File: src/rtl/rgd_pkg.sv
// constants, field positions and helpers for the dram row/gap decode and error log
// assumes a 25 MHz system clock and a 32-bit AXI4-Lite register port
// Function
// - row limits are 11-bit registers holding cumulative tops in 4 MB units
// - rows are compared against the effective address with reclaimed gaps and the high gap removed
// - row size is limit minus previous limit; field 6:0 or 10:0
// - every row limit resets to one 4 MB unit
// - first correctable error latches effective address bits 31:3
// - bits 2:1 hold transfer-order qword index, 00 for single qword
// - bit 0 flags upper dword, only while correction is enabled
// - first uncorrectable error latches address 31:3 and qword index
// - mid gap enable bit 15, size code bits 14:10 decode table
// - mid gap start from control 7:4 and upper register 11:0
// - reclaim bits 9 and 10 make dram behind a gap reachable
// - low gap start bits 31:20, enable bit 11, size bits 4:0
// - high gap enable bit 31, start/end 15:0 in MB, end inclusive
// - enabled 64 KB interrupt-controller range is not claimed
// - organisation bits 4:3 select non, 2-way or 4-way interleave
package rgd_pkg;
  localparam int AXI_ADDR_W = 12;
  localparam int IDX_W = 10;
  localparam logic [IDX_W-1:0] IDX_ROW_LIMIT_0 = 10'h060;
  localparam logic [IDX_W-1:0] IDX_ROW_STEP = 10'h002;
  localparam logic [IDX_W-1:0] IDX_CE_ADDR = 10'h074;
  localparam logic [IDX_W-1:0] IDX_MG_CTRL = 10'h078;
  localparam logic [IDX_W-1:0] IDX_MG_UPPER = 10'h07a;
  localparam logic [IDX_W-1:0] IDX_LG_CTRL = 10'h07c;
  localparam logic [IDX_W-1:0] IDX_HG_START = 10'h088;
  localparam logic [IDX_W-1:0] IDX_HG_END = 10'h08c;
  localparam logic [IDX_W-1:0] IDX_IRQ_RANGE = 10'h0a4;
  localparam logic [IDX_W-1:0] IDX_UE_ADDR = 10'h0a8;
  localparam logic [IDX_W-1:0] IDX_MEM_CFG = 10'h050;
  localparam logic [IDX_W-1:0] IDX_ERR_CMD = 10'h0c0;
  localparam logic [IDX_W-1:0] IDX_ERR_STS = 10'h0c2;

  localparam logic [31:0] RST_ROW_LIMIT = 32'h0000_0001;
  localparam logic [31:0] RST_MG_CTRL = 32'h0000_0010;
  localparam logic [31:0] RST_LG_CTRL = 32'h0010_0000;
  localparam logic [31:0] RST_IRQ_RANGE = 32'h00fe_c001;
  localparam logic [31:0] RST_MEM_CFG = 32'h0000_0008;
  localparam logic [31:0] RST_ZERO = 32'h0000_0000;

  localparam logic [31:0] MSK_MG_CTRL = 32'h0000_fef0;
  localparam logic [31:0] MSK_MG_UPPER = 32'h0000_0fff;
  localparam logic [31:0] MSK_LG_CTRL = 32'hfff0_0c1f;
  localparam logic [31:0] MSK_HG_START = 32'h8000_ffff;
  localparam logic [31:0] MSK_HG_END = 32'h0000_ffff;
  localparam logic [31:0] MSK_IRQ_RANGE = 32'h0fff_f001;
  localparam logic [31:0] MSK_MEM_CFG = 32'h0000_0018;
  localparam logic [31:0] MSK_ERR_CMD = 32'h0000_0004;

  localparam int MG_EN_BIT = 15;
  localparam int MG_RECLAIM_BIT = 9;
  localparam int MG_SIZE_LSB = 10;
  localparam int MG_START_LSB = 4;
  localparam int LG_EN_BIT = 11;
  localparam int LG_RECLAIM_BIT = 10;
  localparam int LG_SIZE_LSB = 0;
  localparam int LG_START_LSB = 20;
  localparam int HG_EN_BIT = 31;
  localparam int IRQ_EN_BIT = 0;
  localparam int IRQ_BASE_LSB = 12;
  localparam int CFG_ORG_LSB = 3;
  localparam int CMD_SBC_EN_BIT = 2;
  localparam int STS_CE_BIT = 0;
  localparam int STS_UE_BIT = 1;
  localparam int STS_CFG_BIT = 2;

  typedef enum logic [1:0] {
    ORG_RSVD = 2'b00,
    ORG_NONE = 2'b01,
    ORG_2WAY = 2'b10,
    ORG_4WAY = 2'b11
  } rgd_org_type;

  // row size bounds in 4 MB units
  localparam logic [11:0] ROW_MIN_NONE = 12'h001;
  localparam logic [11:0] ROW_MAX_NONE = 12'h020;
  localparam logic [11:0] ROW_MIN_2WAY = 12'h002;
  localparam logic [11:0] ROW_MAX_2WAY = 12'h040;
  localparam logic [11:0] ROW_MIN_4WAY = 12'h004;
  localparam logic [11:0] ROW_MAX_4WAY = 12'h080;

  localparam logic [1:0] RESP_OKAY = 2'b00;
  localparam logic [1:0] RESP_DECERR = 2'b11;

  // reserved size codes give zero, so such a gap hides nothing
  function automatic logic [5:0] gap_mb(input logic [4:0] code);
    case (code)
      5'h00: gap_mb = 6'h01;
      5'h04: gap_mb = 6'h02;
      5'h0c: gap_mb = 6'h04;
      5'h1c: gap_mb = 6'h08;
      5'h1e: gap_mb = 6'h10;
      5'h1f: gap_mb = 6'h20;
      default: gap_mb = 6'h00;
    endcase
  endfunction

  function automatic logic [31:0] strb_merge(input logic [31:0] old_v, input logic [31:0] new_v,
                                             input logic [3:0] strb);
    for (int b = 0; b < 4; b++)
    begin
      strb_merge[b*8 +: 8] = strb[b] ? new_v[b*8 +: 8] : old_v[b*8 +: 8];
    end
  endfunction
endpackage

File: src/rtl/rgd_map_top.sv
// host address to dram row/effective address map with ecc error address log
// assumes one clock, synchronous reset, a single AXI4-Lite master, same-clock requesters
`timescale 1ns/10ps
module rgd_map_top #(
  parameter int NUM_ROWS = 8,
  parameter int LIMIT_W = 11
) (
  input wire logic clk_in,
  input wire logic srst_in,
  input wire logic [rgd_pkg::AXI_ADDR_W-1:0] s_axi_awaddr_in,
  input wire logic s_axi_awvalid_in,
  output logic s_axi_awready_out,
  input wire logic [31:0] s_axi_wdata_in,
  input wire logic [3:0] s_axi_wstrb_in,
  input wire logic s_axi_wvalid_in,
  output logic s_axi_wready_out,
  output logic [1:0] s_axi_bresp_out,
  output logic s_axi_bvalid_out,
  input wire logic s_axi_bready_in,
  input wire logic [rgd_pkg::AXI_ADDR_W-1:0] s_axi_araddr_in,
  input wire logic s_axi_arvalid_in,
  output logic s_axi_arready_out,
  output logic [31:0] s_axi_rdata_out,
  output logic [1:0] s_axi_rresp_out,
  output logic s_axi_rvalid_out,
  input wire logic s_axi_rready_in,
  input wire logic map_req_valid_in,
  input wire logic [35:0] map_req_addr_in,
  output logic map_valid_out,
  output logic map_hit_out,
  output logic [2:0] map_row_out,
  output logic [35:0] map_eff_addr_out,
  input wire logic ecc_ce_in,
  input wire logic ecc_ue_in,
  input wire logic [31:3] ecc_addr_in,
  input wire logic [1:0] ecc_qword_in,
  input wire logic ecc_upper_in,
  output logic [1:0] org_mode_out
);

  logic aw_held_r, w_held_r, bvalid_r, rvalid_r, wr_go, wr_hit, rd_hit_c;
  logic [rgd_pkg::IDX_W-1:0] wr_idx_r, rd_idx;
  logic [31:0] wdata_r, rdata_r, rd_data_c;
  logic [3:0] wstrb_r;
  logic [1:0] bresp_r, rresp_r;
  logic [LIMIT_W-1:0] row_lim_r [NUM_ROWS];
  logic [31:0] mg_ctrl_r, mg_upper_r, lg_ctrl_r, hg_start_r, hg_end_r, irq_range_r, mem_cfg_r, err_cmd_r;
  logic [31:0] ce_addr_r, ue_addr_r;
  logic ce_valid_r, ue_valid_r, ce_clr, ue_clr, cfg_bad_c;
  assign wr_go = aw_held_r && w_held_r && !bvalid_r;
  assign s_axi_awready_out = !aw_held_r && !bvalid_r;
  assign s_axi_wready_out = !w_held_r && !bvalid_r;
  assign s_axi_bvalid_out = bvalid_r;
  assign s_axi_bresp_out = bresp_r;
  assign s_axi_arready_out = !rvalid_r;
  assign s_axi_rvalid_out = rvalid_r;
  assign s_axi_rdata_out = rdata_r;
  assign s_axi_rresp_out = rresp_r;
  assign rd_idx = s_axi_araddr_in[rgd_pkg::AXI_ADDR_W-1:2];
  assign org_mode_out = mem_cfg_r[rgd_pkg::CFG_ORG_LSB +: 2];

  // write channel: address and data taken independently, one write in flight
  always_ff @(posedge clk_in)
  begin
    if (srst_in)
    begin
      aw_held_r <= 1'b0;
      w_held_r <= 1'b0;
      wr_idx_r <= '0;
      wdata_r <= '0;
      wstrb_r <= '0;
      bvalid_r <= 1'b0;
      bresp_r <= rgd_pkg::RESP_OKAY;
    end
    else
    begin
      if (s_axi_awvalid_in && s_axi_awready_out)
      begin
        aw_held_r <= 1'b1;
        wr_idx_r <= s_axi_awaddr_in[rgd_pkg::AXI_ADDR_W-1:2];
      end
      if (s_axi_wvalid_in && s_axi_wready_out)
      begin
        w_held_r <= 1'b1;
        wdata_r <= s_axi_wdata_in;
        wstrb_r <= s_axi_wstrb_in;
      end
      if (wr_go)
      begin
        aw_held_r <= 1'b0;
        w_held_r <= 1'b0;
        bvalid_r <= 1'b1;
        bresp_r <= wr_hit ? rgd_pkg::RESP_OKAY : rgd_pkg::RESP_DECERR;
      end
      else if (bvalid_r && s_axi_bready_in)
        bvalid_r <= 1'b0;
    end
  end
  always_comb
  begin
    wr_hit = 1'b0;
    case (wr_idx_r)
      rgd_pkg::IDX_CE_ADDR, rgd_pkg::IDX_MG_CTRL, rgd_pkg::IDX_MG_UPPER, rgd_pkg::IDX_LG_CTRL,
      rgd_pkg::IDX_HG_START, rgd_pkg::IDX_HG_END, rgd_pkg::IDX_IRQ_RANGE, rgd_pkg::IDX_UE_ADDR,
      rgd_pkg::IDX_MEM_CFG, rgd_pkg::IDX_ERR_CMD, rgd_pkg::IDX_ERR_STS: wr_hit = 1'b1;
      default: wr_hit = 1'b0;
    endcase
    for (int i = 0; i < NUM_ROWS; i++)
    begin
      if (wr_idx_r == rgd_pkg::IDX_ROW_LIMIT_0 + rgd_pkg::IDX_ROW_STEP * (rgd_pkg::IDX_W)'(i))
        wr_hit = 1'b1;
    end
  end
  // row limits: only the limit field is stored, upper bits read as zero
  always_ff @(posedge clk_in)
  begin
    for (int i = 0; i < NUM_ROWS; i++)
    begin
      if (srst_in)
        row_lim_r[i] <= LIMIT_W'(rgd_pkg::RST_ROW_LIMIT);
      else if (wr_go && wr_idx_r == rgd_pkg::IDX_ROW_LIMIT_0 + rgd_pkg::IDX_ROW_STEP * (rgd_pkg::IDX_W)'(i))
        row_lim_r[i] <= LIMIT_W'(rgd_pkg::strb_merge(32'(row_lim_r[i]), wdata_r, wstrb_r));
    end
  end
  // gap, range and mode registers; reserved bits are masked off on write
  always_ff @(posedge clk_in)
  begin
    if (srst_in)
    begin
      mg_ctrl_r <= rgd_pkg::RST_MG_CTRL;
      mg_upper_r <= rgd_pkg::RST_ZERO;
      lg_ctrl_r <= rgd_pkg::RST_LG_CTRL;
      hg_start_r <= rgd_pkg::RST_ZERO;
      hg_end_r <= rgd_pkg::RST_ZERO;
      irq_range_r <= rgd_pkg::RST_IRQ_RANGE;
      mem_cfg_r <= rgd_pkg::RST_MEM_CFG;
      err_cmd_r <= rgd_pkg::RST_ZERO;
    end
    else if (wr_go)
    begin
      case (wr_idx_r)
        rgd_pkg::IDX_MG_CTRL:
          mg_ctrl_r <= rgd_pkg::strb_merge(mg_ctrl_r, wdata_r, wstrb_r) & rgd_pkg::MSK_MG_CTRL;
        rgd_pkg::IDX_MG_UPPER:
          mg_upper_r <= rgd_pkg::strb_merge(mg_upper_r, wdata_r, wstrb_r) & rgd_pkg::MSK_MG_UPPER;
        rgd_pkg::IDX_LG_CTRL:
          lg_ctrl_r <= rgd_pkg::strb_merge(lg_ctrl_r, wdata_r, wstrb_r) & rgd_pkg::MSK_LG_CTRL;
        rgd_pkg::IDX_HG_START:
          hg_start_r <= rgd_pkg::strb_merge(hg_start_r, wdata_r, wstrb_r) & rgd_pkg::MSK_HG_START;
        rgd_pkg::IDX_HG_END:
          hg_end_r <= rgd_pkg::strb_merge(hg_end_r, wdata_r, wstrb_r) & rgd_pkg::MSK_HG_END;
        rgd_pkg::IDX_IRQ_RANGE:
          irq_range_r <= rgd_pkg::strb_merge(irq_range_r, wdata_r, wstrb_r) & rgd_pkg::MSK_IRQ_RANGE;
        rgd_pkg::IDX_MEM_CFG:
          mem_cfg_r <= rgd_pkg::strb_merge(mem_cfg_r, wdata_r, wstrb_r) & rgd_pkg::MSK_MEM_CFG;
        rgd_pkg::IDX_ERR_CMD:
          err_cmd_r <= rgd_pkg::strb_merge(err_cmd_r, wdata_r, wstrb_r) & rgd_pkg::MSK_ERR_CMD;
      endcase
    end
  end
  // status bits clear on write of one; only byte lane 0 holds them
  assign ce_clr = wr_go && wr_idx_r == rgd_pkg::IDX_ERR_STS && wstrb_r[0] && wdata_r[rgd_pkg::STS_CE_BIT];
  assign ue_clr = wr_go && wr_idx_r == rgd_pkg::IDX_ERR_STS && wstrb_r[0] && wdata_r[rgd_pkg::STS_UE_BIT];

  // first-error capture; an error in the clearing cycle is kept, not lost
  always_ff @(posedge clk_in)
  begin
    if (srst_in)
    begin
      ce_valid_r <= 1'b0;
      ce_addr_r <= rgd_pkg::RST_ZERO;
    end
    else
    begin
      ce_valid_r <= (ce_valid_r && !ce_clr) || ecc_ce_in;
      if (ecc_ce_in && (!ce_valid_r || ce_clr))
      begin
        ce_addr_r <= {ecc_addr_in, ecc_qword_in,
                      ecc_upper_in && err_cmd_r[rgd_pkg::CMD_SBC_EN_BIT]};
      end
    end
  end

  always_ff @(posedge clk_in)
  begin
    if (srst_in)
    begin
      ue_valid_r <= 1'b0;
      ue_addr_r <= rgd_pkg::RST_ZERO;
    end
    else
    begin
      ue_valid_r <= (ue_valid_r && !ue_clr) || ecc_ue_in;
      if (ecc_ue_in && (!ue_valid_r || ue_clr))
      begin
        ue_addr_r <= {ecc_addr_in, ecc_qword_in, 1'b0};
      end
    end
  end

  // live check of programmed row sizes against the interleave mode
  always_comb
  begin
    logic [11:0] lo;
    logic [11:0] hi;
    logic [11:0] prev;
    logic [11:0] cur;
    lo = rgd_pkg::ROW_MIN_NONE;
    hi = rgd_pkg::ROW_MAX_NONE;
    prev = '0;
    cur = '0;
    cfg_bad_c = 1'b0;
    unique case (rgd_pkg::rgd_org_type'(mem_cfg_r[rgd_pkg::CFG_ORG_LSB +: 2]))
      rgd_pkg::ORG_NONE:
      begin
        lo = rgd_pkg::ROW_MIN_NONE;
        hi = rgd_pkg::ROW_MAX_NONE;
      end
      rgd_pkg::ORG_2WAY:
      begin
        lo = rgd_pkg::ROW_MIN_2WAY;
        hi = rgd_pkg::ROW_MAX_2WAY;
      end
      rgd_pkg::ORG_4WAY:
      begin
        lo = rgd_pkg::ROW_MIN_4WAY;
        hi = rgd_pkg::ROW_MAX_4WAY;
      end
      rgd_pkg::ORG_RSVD:
        cfg_bad_c = 1'b1;
    endcase
    for (int i = 0; i < NUM_ROWS; i++)
    begin
      cur = 12'(row_lim_r[i]);
      if (cur < prev || (cur != prev && (cur - prev < lo || cur - prev > hi)))
        cfg_bad_c = 1'b1;
      prev = cur;
    end
  end
  always_comb
  begin
    rd_hit_c = 1'b1;
    rd_data_c = '0;
    case (rd_idx)
      rgd_pkg::IDX_CE_ADDR: rd_data_c = ce_addr_r;
      rgd_pkg::IDX_MG_CTRL: rd_data_c = mg_ctrl_r;
      rgd_pkg::IDX_MG_UPPER: rd_data_c = mg_upper_r;
      rgd_pkg::IDX_LG_CTRL: rd_data_c = lg_ctrl_r;
      rgd_pkg::IDX_HG_START: rd_data_c = hg_start_r;
      rgd_pkg::IDX_HG_END: rd_data_c = hg_end_r;
      rgd_pkg::IDX_IRQ_RANGE: rd_data_c = irq_range_r;
      rgd_pkg::IDX_UE_ADDR: rd_data_c = ue_addr_r;
      rgd_pkg::IDX_MEM_CFG: rd_data_c = mem_cfg_r;
      rgd_pkg::IDX_ERR_CMD: rd_data_c = err_cmd_r;
      rgd_pkg::IDX_ERR_STS:
      begin
        rd_data_c[rgd_pkg::STS_CE_BIT] = ce_valid_r;
        rd_data_c[rgd_pkg::STS_UE_BIT] = ue_valid_r;
        rd_data_c[rgd_pkg::STS_CFG_BIT] = cfg_bad_c;
      end
      default: rd_hit_c = 1'b0;
    endcase
    for (int i = 0; i < NUM_ROWS; i++)
    begin
      if (rd_idx == rgd_pkg::IDX_ROW_LIMIT_0 + rgd_pkg::IDX_ROW_STEP * (rgd_pkg::IDX_W)'(i))
      begin
        rd_hit_c = 1'b1;
        rd_data_c = 32'(row_lim_r[i]);
      end
    end
  end

  always_ff @(posedge clk_in)
  begin
    if (srst_in)
    begin
      rvalid_r <= 1'b0;
      rdata_r <= '0;
      rresp_r <= rgd_pkg::RESP_OKAY;
    end
    else if (s_axi_arvalid_in && s_axi_arready_out)
    begin
      rvalid_r <= 1'b1;
      rdata_r <= rd_data_c;
      rresp_r <= rd_hit_c ? rgd_pkg::RESP_OKAY : rgd_pkg::RESP_DECERR;
    end
    else if (rvalid_r && s_axi_rready_in)
      rvalid_r <= 1'b0;
  end
  // address map, gaps in 1 MB units; gaps never wrap since gap ends are kept 17 bits wide
  logic [15:0] req_mb, eff_mb_c;
  logic [16:0] lg_lo, lg_hi, mg_lo, mg_hi, hg_lo, hg_hi, sub_mb_c;
  logic in_gap_c, irq_hit_c, row_found_c;
  logic [2:0] row_c;
  assign req_mb = map_req_addr_in[35:20];
  assign lg_lo = {5'h00, lg_ctrl_r[rgd_pkg::LG_START_LSB +: 12]};
  assign lg_hi = lg_lo + 17'(rgd_pkg::gap_mb(lg_ctrl_r[rgd_pkg::LG_SIZE_LSB +: 5]));
  assign mg_lo = {1'b0, mg_upper_r[11:0], mg_ctrl_r[rgd_pkg::MG_START_LSB +: 4]};
  assign mg_hi = mg_lo + 17'(rgd_pkg::gap_mb(mg_ctrl_r[rgd_pkg::MG_SIZE_LSB +: 5]));
  assign hg_lo = {1'b0, hg_start_r[15:0]};
  assign hg_hi = {1'b0, hg_end_r[15:0]} + 17'h00001;

  always_comb
  begin
    logic lg_on;
    logic mg_on;
    logic hg_on;
    lg_on = lg_ctrl_r[rgd_pkg::LG_EN_BIT];
    mg_on = mg_ctrl_r[rgd_pkg::MG_EN_BIT];
    hg_on = hg_start_r[rgd_pkg::HG_EN_BIT];
    in_gap_c = (lg_on && 17'(req_mb) >= lg_lo && 17'(req_mb) < lg_hi) ||
               (mg_on && 17'(req_mb) >= mg_lo && 17'(req_mb) < mg_hi) ||
               (hg_on && 17'(req_mb) >= hg_lo && 17'(req_mb) < hg_hi);
    sub_mb_c = '0;
    // reclaim closes the hole so the dram under it is reached from above
    if (lg_on && lg_ctrl_r[rgd_pkg::LG_RECLAIM_BIT] && 17'(req_mb) >= lg_hi)
      sub_mb_c = sub_mb_c + (lg_hi - lg_lo);
    if (mg_on && mg_ctrl_r[rgd_pkg::MG_RECLAIM_BIT] && 17'(req_mb) >= mg_hi)
      sub_mb_c = sub_mb_c + (mg_hi - mg_lo);
    if (hg_on && 17'(req_mb) >= hg_hi && hg_hi > hg_lo)
      sub_mb_c = sub_mb_c + (hg_hi - hg_lo);
    eff_mb_c = req_mb - sub_mb_c[15:0];
    irq_hit_c = irq_range_r[rgd_pkg::IRQ_EN_BIT] &&
                map_req_addr_in[35:16] == {irq_range_r[rgd_pkg::IRQ_BASE_LSB +: 16], 4'h0};
  end

  always_comb
  begin
    row_found_c = 1'b0;
    row_c = '0;
    for (int i = NUM_ROWS - 1; i >= 0; i--)
    begin
      if (14'(row_lim_r[i]) > eff_mb_c[15:2])
      begin
        row_found_c = 1'b1;
        row_c = 3'(i);
      end
    end
  end
  // one-cycle registered map answer
  always_ff @(posedge clk_in)
  begin
    if (srst_in)
    begin
      map_valid_out <= 1'b0;
      map_hit_out <= 1'b0;
      map_row_out <= '0;
      map_eff_addr_out <= '0;
    end
    else
    begin
      map_valid_out <= map_req_valid_in;
      map_hit_out <= map_req_valid_in && !in_gap_c && !irq_hit_c && row_found_c;
      map_row_out <= row_c;
      map_eff_addr_out <= {eff_mb_c, map_req_addr_in[19:0]};
    end
  end

endmodule

File: config.mk
export PLATFORM = sky130hd
export DESIGN_NAME = rgd_map_top
export DESIGN_NICKNAME = d
export VERILOG_FILES = /design/src/rtl/rgd_pkg.sv /design/src/rtl/rgd_map_top.sv
export SDC_FILE = /design/constraint.sdc
export NUM_CORES = 1
export LEC_CHECK = 0
export ABC_AREA = 1
export BUFFER_PORTS_ARGS = -buffer_cell sky130_fd_sc_hd__buf_2
export CORE_ASPECT_RATIO = 1.5
export CORE_UTILIZATION = 55
export DETAILED_ROUTE_END_ITERATION = 6
export PLACE_DENSITY = 0.74
export SLEW_MARGIN = 20
export SYNTH_ARGS = -nofsm -noshare
export SYNTH_HDL_FRONTEND = slang
export SYNTH_SLANG_ARGS = --single-unit
File: constraint.sdc
create_clock -name clk_in -period 15.7 [get_ports clk_in]
set_input_delay 3.14 -clock clk_in [delete_from_list [all_inputs] [get_ports clk_in]]
set_output_delay 3.14 -clock clk_in [all_outputs]
set_load 0.03 [all_outputs]
==> flow_metrics.py, run 1 <==
metrics = {
    "outcome": {
        "status": "finished, violations left",
        "failed_checks": "DRC",
    },
    "detailed_routing": {
        "drt-wirelength-per-cell_um": 22.6,
        "viasPerCell": 6.03,
        "totalWireLength_um": 107000,
        "dr.pass1.iters": 7,
        "drtIter0Drc": 2257,
        "drc": 4,
        "ant_nets": 0,
        "via_count": 28600,
    },
    "place": {
        "portBuffers": 217,
        "placed_cell_area_um2": 30300,
        "place.gp.congestion": 1.04,
        "dp_hpwl_um": 83600,
    },
    "clocking": {
        "worst_skew_pair.late_latency_ns": 0.58,
        "postCtsSetupBuffers": 0,
        "cts_buffer_depth": 3,
        "cts_inserted_buffers": 37,
        "cts_hold_buf": 0,
        "cts_resized": 0,
        "cts.sinks": 373,
        "cts_htree_levels": 2,
        "tritoncts": "built",
        "cts_root_buf": "clkbuf_16",
        "cts.reportedPaths.clkPinSlew_ns": 0.06,
    },
    "synthesis": {
        "syn_avg_cell_area_um2": 7.40,
        "synth_top_family_by_area": "compound AO/OA/AOI/OAI gates",
        "synth_cells": 3847,
        "yosysSeqAreaShare": 0.293,
        "synth_edf_count": 88,
        "synth_mux_area_frac": 0.00141,
        "yosys_warnings": 0,
        "ys.flop_type": "dfxtp_1",
        "synth-xor-area-share": 0.0440,
        "netlist_area_um2": 28500,
        "synth_top_area_cell": "dfxtp_1",
        "netlist.area_leader.share": 0.201,
        "synth-compound-area-share": 0.202,
        "synth_common_cells": "inv_1, nand2_1, nor2_1",
        "yosys.area_share.adder": 0.182,
        "synth_nets": 4380,
        "synthSimpleGateAreaFrac": 0.193,
        "yosysMostFrequentCell": "inv_1",
        "ys_ff_latch": 373,
        "synth.distinct_cells": 65,
        "async_flop_share": 0,
        "ys_top_cells_by_area": "dfxtp_1, ha_1, edfxtp_1, inv_1, a21oi_1",
    },
    "pwr": {
        "powerDensity_nw_per_um2": 76.6,
        "p_int_uw": 1650,
        "power_frac_comb": 0.187,
        "clkPwrFrac": 0.376,
        "seq_power_share": 0.438,
        "swShare": 0.314,
        "power.leakage_uw": 0.0140,
        "ir_drop_v": 0.000102,
        "switchingPower_uw": 756,
        "power.total_uw": 2410,
    },
    "timing": {
        "final_hold_viol_count": 0,
        "min_period_ns": 12.26,
        "clock.fmax_mhz": 81.5,
        "finalMaxSlewViolations": 0,
        "hold_ws_ns": 0.447,
        "fin_tns_setup_ns": 0,
        "rsz0062_at_grt": "no",
        "skew_ns": 0.0204,
        "max-slew-margin-rel": 0.185,
        "setup_violations": 0,
        "worstMarginPinSlew_ns": 1.19,
        "post-route-period-util": 0.781,
    },
    "worst_hold_path": {
        "hold_end": "ce_addr_r[21]",
        "hold_class": "reg -> reg",
        "hp-start": "ce_addr_r[21]",
        "holdPathStages": 2,
    },
    "critical_path": {
        "r2r.worst_path.cells": 54,
        "cp.arrival_ns": 12.71,
        "crit_required_ns": 16.15,
        "max_stage_delay_ns": 0.59,
        "r2r_setup_slack_ns": 3.53,
        "setup.worst_path.class": "in -> reg",
        "worstPathMaxFanout": 13,
        "startpoint_type": "input port",
        "r2r_start": "lg_ctrl_r[2]",
        "worstReg2RegEnd": "map_hit_out",
        "critPathCaptureType": "flop",
        "slowest_stage": "fa_1",
    },
    "global_routing": {
        "gr-total-overflow": 0,
        "grt_pass1_wl_um": 157000,
        "grt_pass1_vias": 27300,
        "grt_antenna_before_repair": 2,
        "grtUsageTotal": 0.398,
        "grt_max_degree": 103,
    },
    "run": {
        "drv_cap": 0,
    },
    "die": {
        "rows": 101,
        "num_io_pins": 222,
        "die-area_um2": 52700,
        "die_x_um": 188,
        "fp.dieH_um": 281,
        "initial_core_util": 0.560,
        "core_um2": 50800,
    },
    "cells_and_area": {
        "stdcell_area_um2": 31400,
        "nets": 4576,
        "syn2layout_area_growth_pct": 10.5,
        "fillCellCount": 4873,
        "drive_above_1_share": 0.0828,
    },
}
-- critical path, delay by kind of cell --
family          cells  cell delay [ns]
buf+inv             7             0.83
fa+ha+maj           6             2.41
simple gates       15             2.96
xor+xnor            2             0.25
compound gates     13             3.09
-- cells in the final DEF, fill, tap and decap left out, types with 9 or more instances in the layout --
cell,instances
nand2_2,9
a31oi_1,15
nand2_1,498
clkbuf_1,11
o2111ai_1,16
o21bai_1,21
a21oi_1,392
dfxtp_1,285
buf_4,25
and2_1,9
buf_2,216
nor2_1,475
a21boi_0,9
xnor2_1,31
o22ai_1,33
nand4_1,54
nand3_1,134
edfxtp_1,88
clkinv_1,23
nor3_1,39
o21ai_0,351
nand3b_1,10
a221oi_1,27
nor4_1,33
clkbuf_16,38
xor2_1,110
o21a_1,14
fa_1,32
inv_1,528
ha_1,363
o221ai_1,21
a211oi_1,14
o211ai_1,37
-- how the worst max path moves through the flow --
| stage | from | endpoint | slack (ns) | cells after the start |
|---|---|---|---|---|
| 2_1_floorplan | map_req_addr_in[20] | map_hit_out | 5.08 | 53 |
| 3_3_place_gp | map_req_addr_in[31] | map_row_out[0] | 3.26 | 45 |
| 3_5_place_dp | map_req_addr_in[31] | map_row_out[0] | 3.10 | 45 |
| 4_1_cts | map_req_addr_in[31] | map_row_out[0] | 3.66 | 45 |
| 5_1_grt | lg_ctrl_r[0] | map_row_out[0] | 2.79 | 64 |
| 6_report | map_req_addr_in[31] | map_hit_out | 3.44 | 43 |
-- layout make-up --
| type | instances | area, µm² | share of cell area |
|---|---|---|---|
| diodes | 2 | 5.00 | 0.000159 |
| clock buffers | 52 | 1030 | 0.0329 |
| repair buffers | 241 | 1270 | 0.0403 |
| clock inverters | 14 | 156 | 0.00497 |
| inverters | 554 | 2090 | 0.0664 |
| flip-flops and latches | 373 | 8350 | 0.265 |
| well taps | 669 | 837 | 0.0266 |
| multi-input cells | 2836 | 17700 | 0.563 |
-- metrics by stage --
stage | utilization | instances | setup slack (ns)
after CTS | 0.619 | 4739 | 3.66
after global placement | 0.595 | 4673 | 3.26
final | 0.619 | 4741 | 3.44
after floorplan | - | 3847 | 5.08
after detailed placement | 0.595 | 4673 | 3.10
after global routing | 0.619 | 4739 | 2.79
-- state kept, by name, indices dropped and copies added (netlist names), 2 cells and up --
register	count
lg_ctrl_r	19
map_eff_addr_out	36
mem_cfg_r	2
mg_upper_r	12
row_lim_r	88
map_row_out	3
wstrb_r	4
hg_end_r	16
irq_range_r	17
ue_addr_r	31
s_axi_rdata_out	32
wdata_r	32
ce_addr_r	32
mg_ctrl_r	11
hg_start_r	17
wr_idx_r	10
-- routing by layer --
| metal | vias up | GRT usage | wire length, µm |
|---|---|---|---|
| met2 | 1386 | 0.693 | 51300 |
| met3 | 555 | 0.0693 | 7920 |
| met5 | - | 0 | 8 |
| met4 | 2 | 0.395 | 12100 |
| met1 | 13100 | 0.394 | 35600 |
| li1 | 13600 | - | - |
-- logic make-up after synthesis --
| group | after synthesis |
|---|---|
| and+or+nand+nor | 1289 |
| muxes | 4 |
| AOI/OAI and AO/OA | 1005 |
| DFF | 373 |
| buffers and inverters | 638 |
| xor gates and xnor gates | 143 |
| adders and majority gates | 395 |
-- power by group through the flow --
stage               Clock [µW]  Sequential [µW]  Combinational [µW]
CTS                        901             1050                 440
floorplan                    0             1080                 277
detailed placement           0             1070                 437
global route               940             1060                 495
finish                     905             1050                 450
global placement             0             1070                 429
No activity file was read; power rests on OpenSTA's default activity.
==> inputs of run 2 (changes only) <==
- ABC_AREA: 1 -> 0
- clock period: 15.7 -> 12.64 ns (I/O delays scaled with it)
==> run 2 against run 1 <==
Net effect: the flow still finishes with violations (DRC); register-to-register slack got worse by 2.9 ns; sequential share of layout area is 0.77 points lower; via count decreased by 1.5%; final cell count shrank 5.6%; count of clock-buffer cells in the layout did not move; global-route usage shrank 1.2 points; critical endpoint is now map_row_out[2]; highest routed layer unchanged; synthesized area grew 1.7%; routed wire length down 2.4%; utilization increased by 0.61 points; clock power grew 36%.
==> flow_metrics.py, run 2 <==
metrics = {
    "pwr": {
        "powerDensity_nw_per_um2": 95.8,
        "seq_power_share": 0.426,
        "p_int_uw": 2160,
        "ir_drop_v": 0.000119,
        "power.leakage_uw": 0.0136,
        "clkPwrFrac": 0.396,
        "power_frac_comb": 0.179,
        "swShare": 0.305,
        "switchingPower_uw": 948,
    },
    "die": {
        "num_io_pins": 222,
        "core_um2": 51800,
        "fp.dieH_um": 283,
        "rows": 102,
        "initial_core_util": 0.559,
        "die_x_um": 189,
        "die-area_um2": 53600,
    },
    "timing": {
        "final_hold_viol_count": 0,
        "fin_tns_setup_ns": 0,
        "clock.fmax_mhz": 83.3,
        "setup_violations": 0,
        "max-slew-margin-rel": 0.227,
        "worstMarginPinSlew_ns": 1.15,
        "min_period_ns": 12.00,
        "skew_ns": 0.0472,
        "post-route-period-util": 0.950,
        "finalMaxSlewViolations": 0,
    },
    "synthesis": {
        "ys_top_cells_by_area": "dfxtp_1, ha_1, edfxtp_1, nand2_1, a21oi_1",
        "synth_edf_count": 88,
        "syn_avg_cell_area_um2": 8.13,
        "yosysMostFrequentCell": "nand2_1",
        "synth_cells": 3560,
        "netlist.area_leader.share": 0.197,
        "synth.distinct_cells": 88,
        "yosys_warnings": 0,
        "async_flop_share": 0,
        "netlist_area_um2": 28900,
        "ys_ff_latch": 373,
        "synth_top_area_cell": "dfxtp_1",
        "ys.flop_type": "dfxtp_1",
        "synth_common_cells": "nand2_1, ha_1, a21oi_1",
        "yosysSeqAreaShare": 0.288,
        "synth_nets": 4093,
    },
    "critical_path": {
        "critPathCaptureType": "flop",
        "r2r_setup_slack_ns": 0.64,
        "crit_required_ns": 13.17,
        "cp_top_family": "adder cells",
        "crit_buf_inv": 4,
        "r2r.worst_path.cells": 48,
        "setup.worst_path.class": "reg -> reg",
        "cp.arrival_ns": 12.53,
        "startpoint_type": "flop",
        "slowest_stage": "or3_1",
        "worstPathMaxFanout": 11,
        "r2r_start": "lg_ctrl_r[0]",
        "worstReg2RegEnd": "map_row_out[2]",
        "max_stage_delay_ns": 0.71,
    },
    "cells_and_area": {
        "syn2layout_area_growth_pct": 11.9,
        "stdcell_area_um2": 32400,
        "nets": 4295,
        "largest_register_ffs": 88,
        "mostFrequentLayoutCell": "nand2_1",
        "top_register": "row_lim_r",
        "drive_above_1_share": 0.107,
        "reg_top3": "row_lim_r (88), map_eff_addr_out (36)",
        "final_cell_mix": "nand2_1, ha_1, a21oi_1",
    },
    "detailed_routing": {
        "top_layer_used": "met5",
        "totalWireLength_um": 104000,
        "via_count": 28200,
        "met3WireLength_um": 8350,
        "wl_met1_um": 35300,
        "dr.pass1.iters": 7,
        "drt-wirelength-per-cell_um": 23.3,
        "drc": 1,
        "viasPerCell": 6.30,
        "ant_nets": 0,
        "drtIter0Drc": 2447,
        "wl_met2_um": 48800,
    },
    "place": {
        "portBuffers": 217,
        "placed_cell_area_um2": 30900,
        "dp_hpwl_um": 80600,
        "place.gp.congestion": 1.02,
    },
    "clocking": {
        "cts.reportedPaths.clkPinSlew_ns": 0.06,
        "tritoncts": "built",
        "cts_buffer_depth": 3,
        "cts_hold_buf": 0,
        "cts.sinks": 373,
        "cts_root_buf": "clkbuf_16",
        "cts_htree_levels": 2,
        "worst_skew_pair.late_latency_ns": 0.61,
        "cts_inserted_buffers": 40,
    },
    "worst_hold_path": {
        "hold_class": "reg -> reg",
        "holdPathStages": 2,
        "hp-start": "ue_addr_r[24]",
        "hold_end": "ue_addr_r[24]",
    },
    "global_routing": {
        "grt_max_degree": 93,
        "grt_antenna_before_repair": 5,
        "grt_pass1_wl_um": 157000,
        "grt_pass1_vias": 27200,
        "grtUsageTotal": 0.385,
        "gr-total-overflow": 0,
    },
    "outcome": {
        "failed_checks": "DRC",
        "status": "finished, violations left",
    },
    "run": {
        "drv_cap": 0,
    },
}
[run 2: cell count changes in the layout (fill, tap and decap cells not counted), sizes merged, moves of 38 or more]
cell and delta:
inv -280, nor2 -222, o21ai -206, and2 +89, mux2i +65, a21o +64
nand3 -62, nor2b +62, a21oi -59, xnor2 +51, xor2 -47, buf +38
[run 2: layout make-up]
cell class / instances / area (µm²)
Fill cell: 4763 / 19400
Tap cell: 676 / 846
Clock buffer: 52 / 1090
Sequential cell: 373 / 8350
Multi-Input combinational cell: 2816 / 19300
Inverter: 251 / 942
Timing Repair Buffer: 280 / 1570
Clock inverter: 21 / 275
Antenna cell: 5 / 12.5
[run 2: metal layers]
| metal | vias up | global-route usage |
|---|---|---|
| li1 | 13200 | - |
| met1 | 13100 | 0.393 |
| met2 | 1346 | 0.652 |
| met3 | 501 | 0.0758 |
| met4 | 4 | 0.367 |
| met5 | - | 0 |
[run 2: tightest hold or removal path, cell delays in order (launching register included)]
cell and delay (ns):
dfxtp_1 0.31, nand2_1 0.05, a21oi_1 0.05
[run 2: metrics by stage]
step                      setup slack, ns   util  hold WS, ns  cells  power (µW)
after global routing              -0.0715  0.625        0.470   4471        3210
final                               0.638  0.625        0.455   4474        3100
after CTS                          0.0868  0.622        0.453   4465        3090
after detailed placement            0.202  0.596        0.444   4392        1880
after floorplan                      1.26      -        0.432   3560        1680
after global placement              0.395  0.596        0.440   4392        1870
[run 2: repair_timing]
action | CTS | global route
resized for setup | 0 | 23
buffers inserted | 0 | 4
setup endpoints to repair | 0 | 4
[run 2: cell families after synthesis]
logic type,share of synthesized area
compound gates,0.198
xor+xnor,0.0445
simple gates,0.211
mux,0.0267
fa+ha+maj,0.182
flops,0.288
buf+inv,0.0489
[run 2: power groups by stage]
stage	registers [µW]	clock network (µW)	logic [µW]
floorplan	1330	0	350
global placement	1340	0	530
detailed placement	1340	0	539
CTS	1320	1230	542
global route	1320	1280	610
finish	1320	1230	555
[run 2: worst max path at each step]
| stage | startpoint | endpoint | slack [ns] | cells after the start |
|---|---|---|---|---|
| final | lg_ctrl_r[0] | map_row_out[2] | 0.64 | 48 |
| after global routing | lg_ctrl_r[0] | map_hit_out | -0.07 | 54 |
| after CTS | lg_ctrl_r[3] | map_row_out[0] | 0.09 | 54 |
| after detailed placement | lg_ctrl_r[3] | map_row_out[0] | 0.20 | 54 |
| after global placement | lg_ctrl_r[3] | map_row_out[1] | 0.39 | 52 |
| after floorplan | map_req_addr_in[31] | map_row_out[1] | 1.26 | 39 |
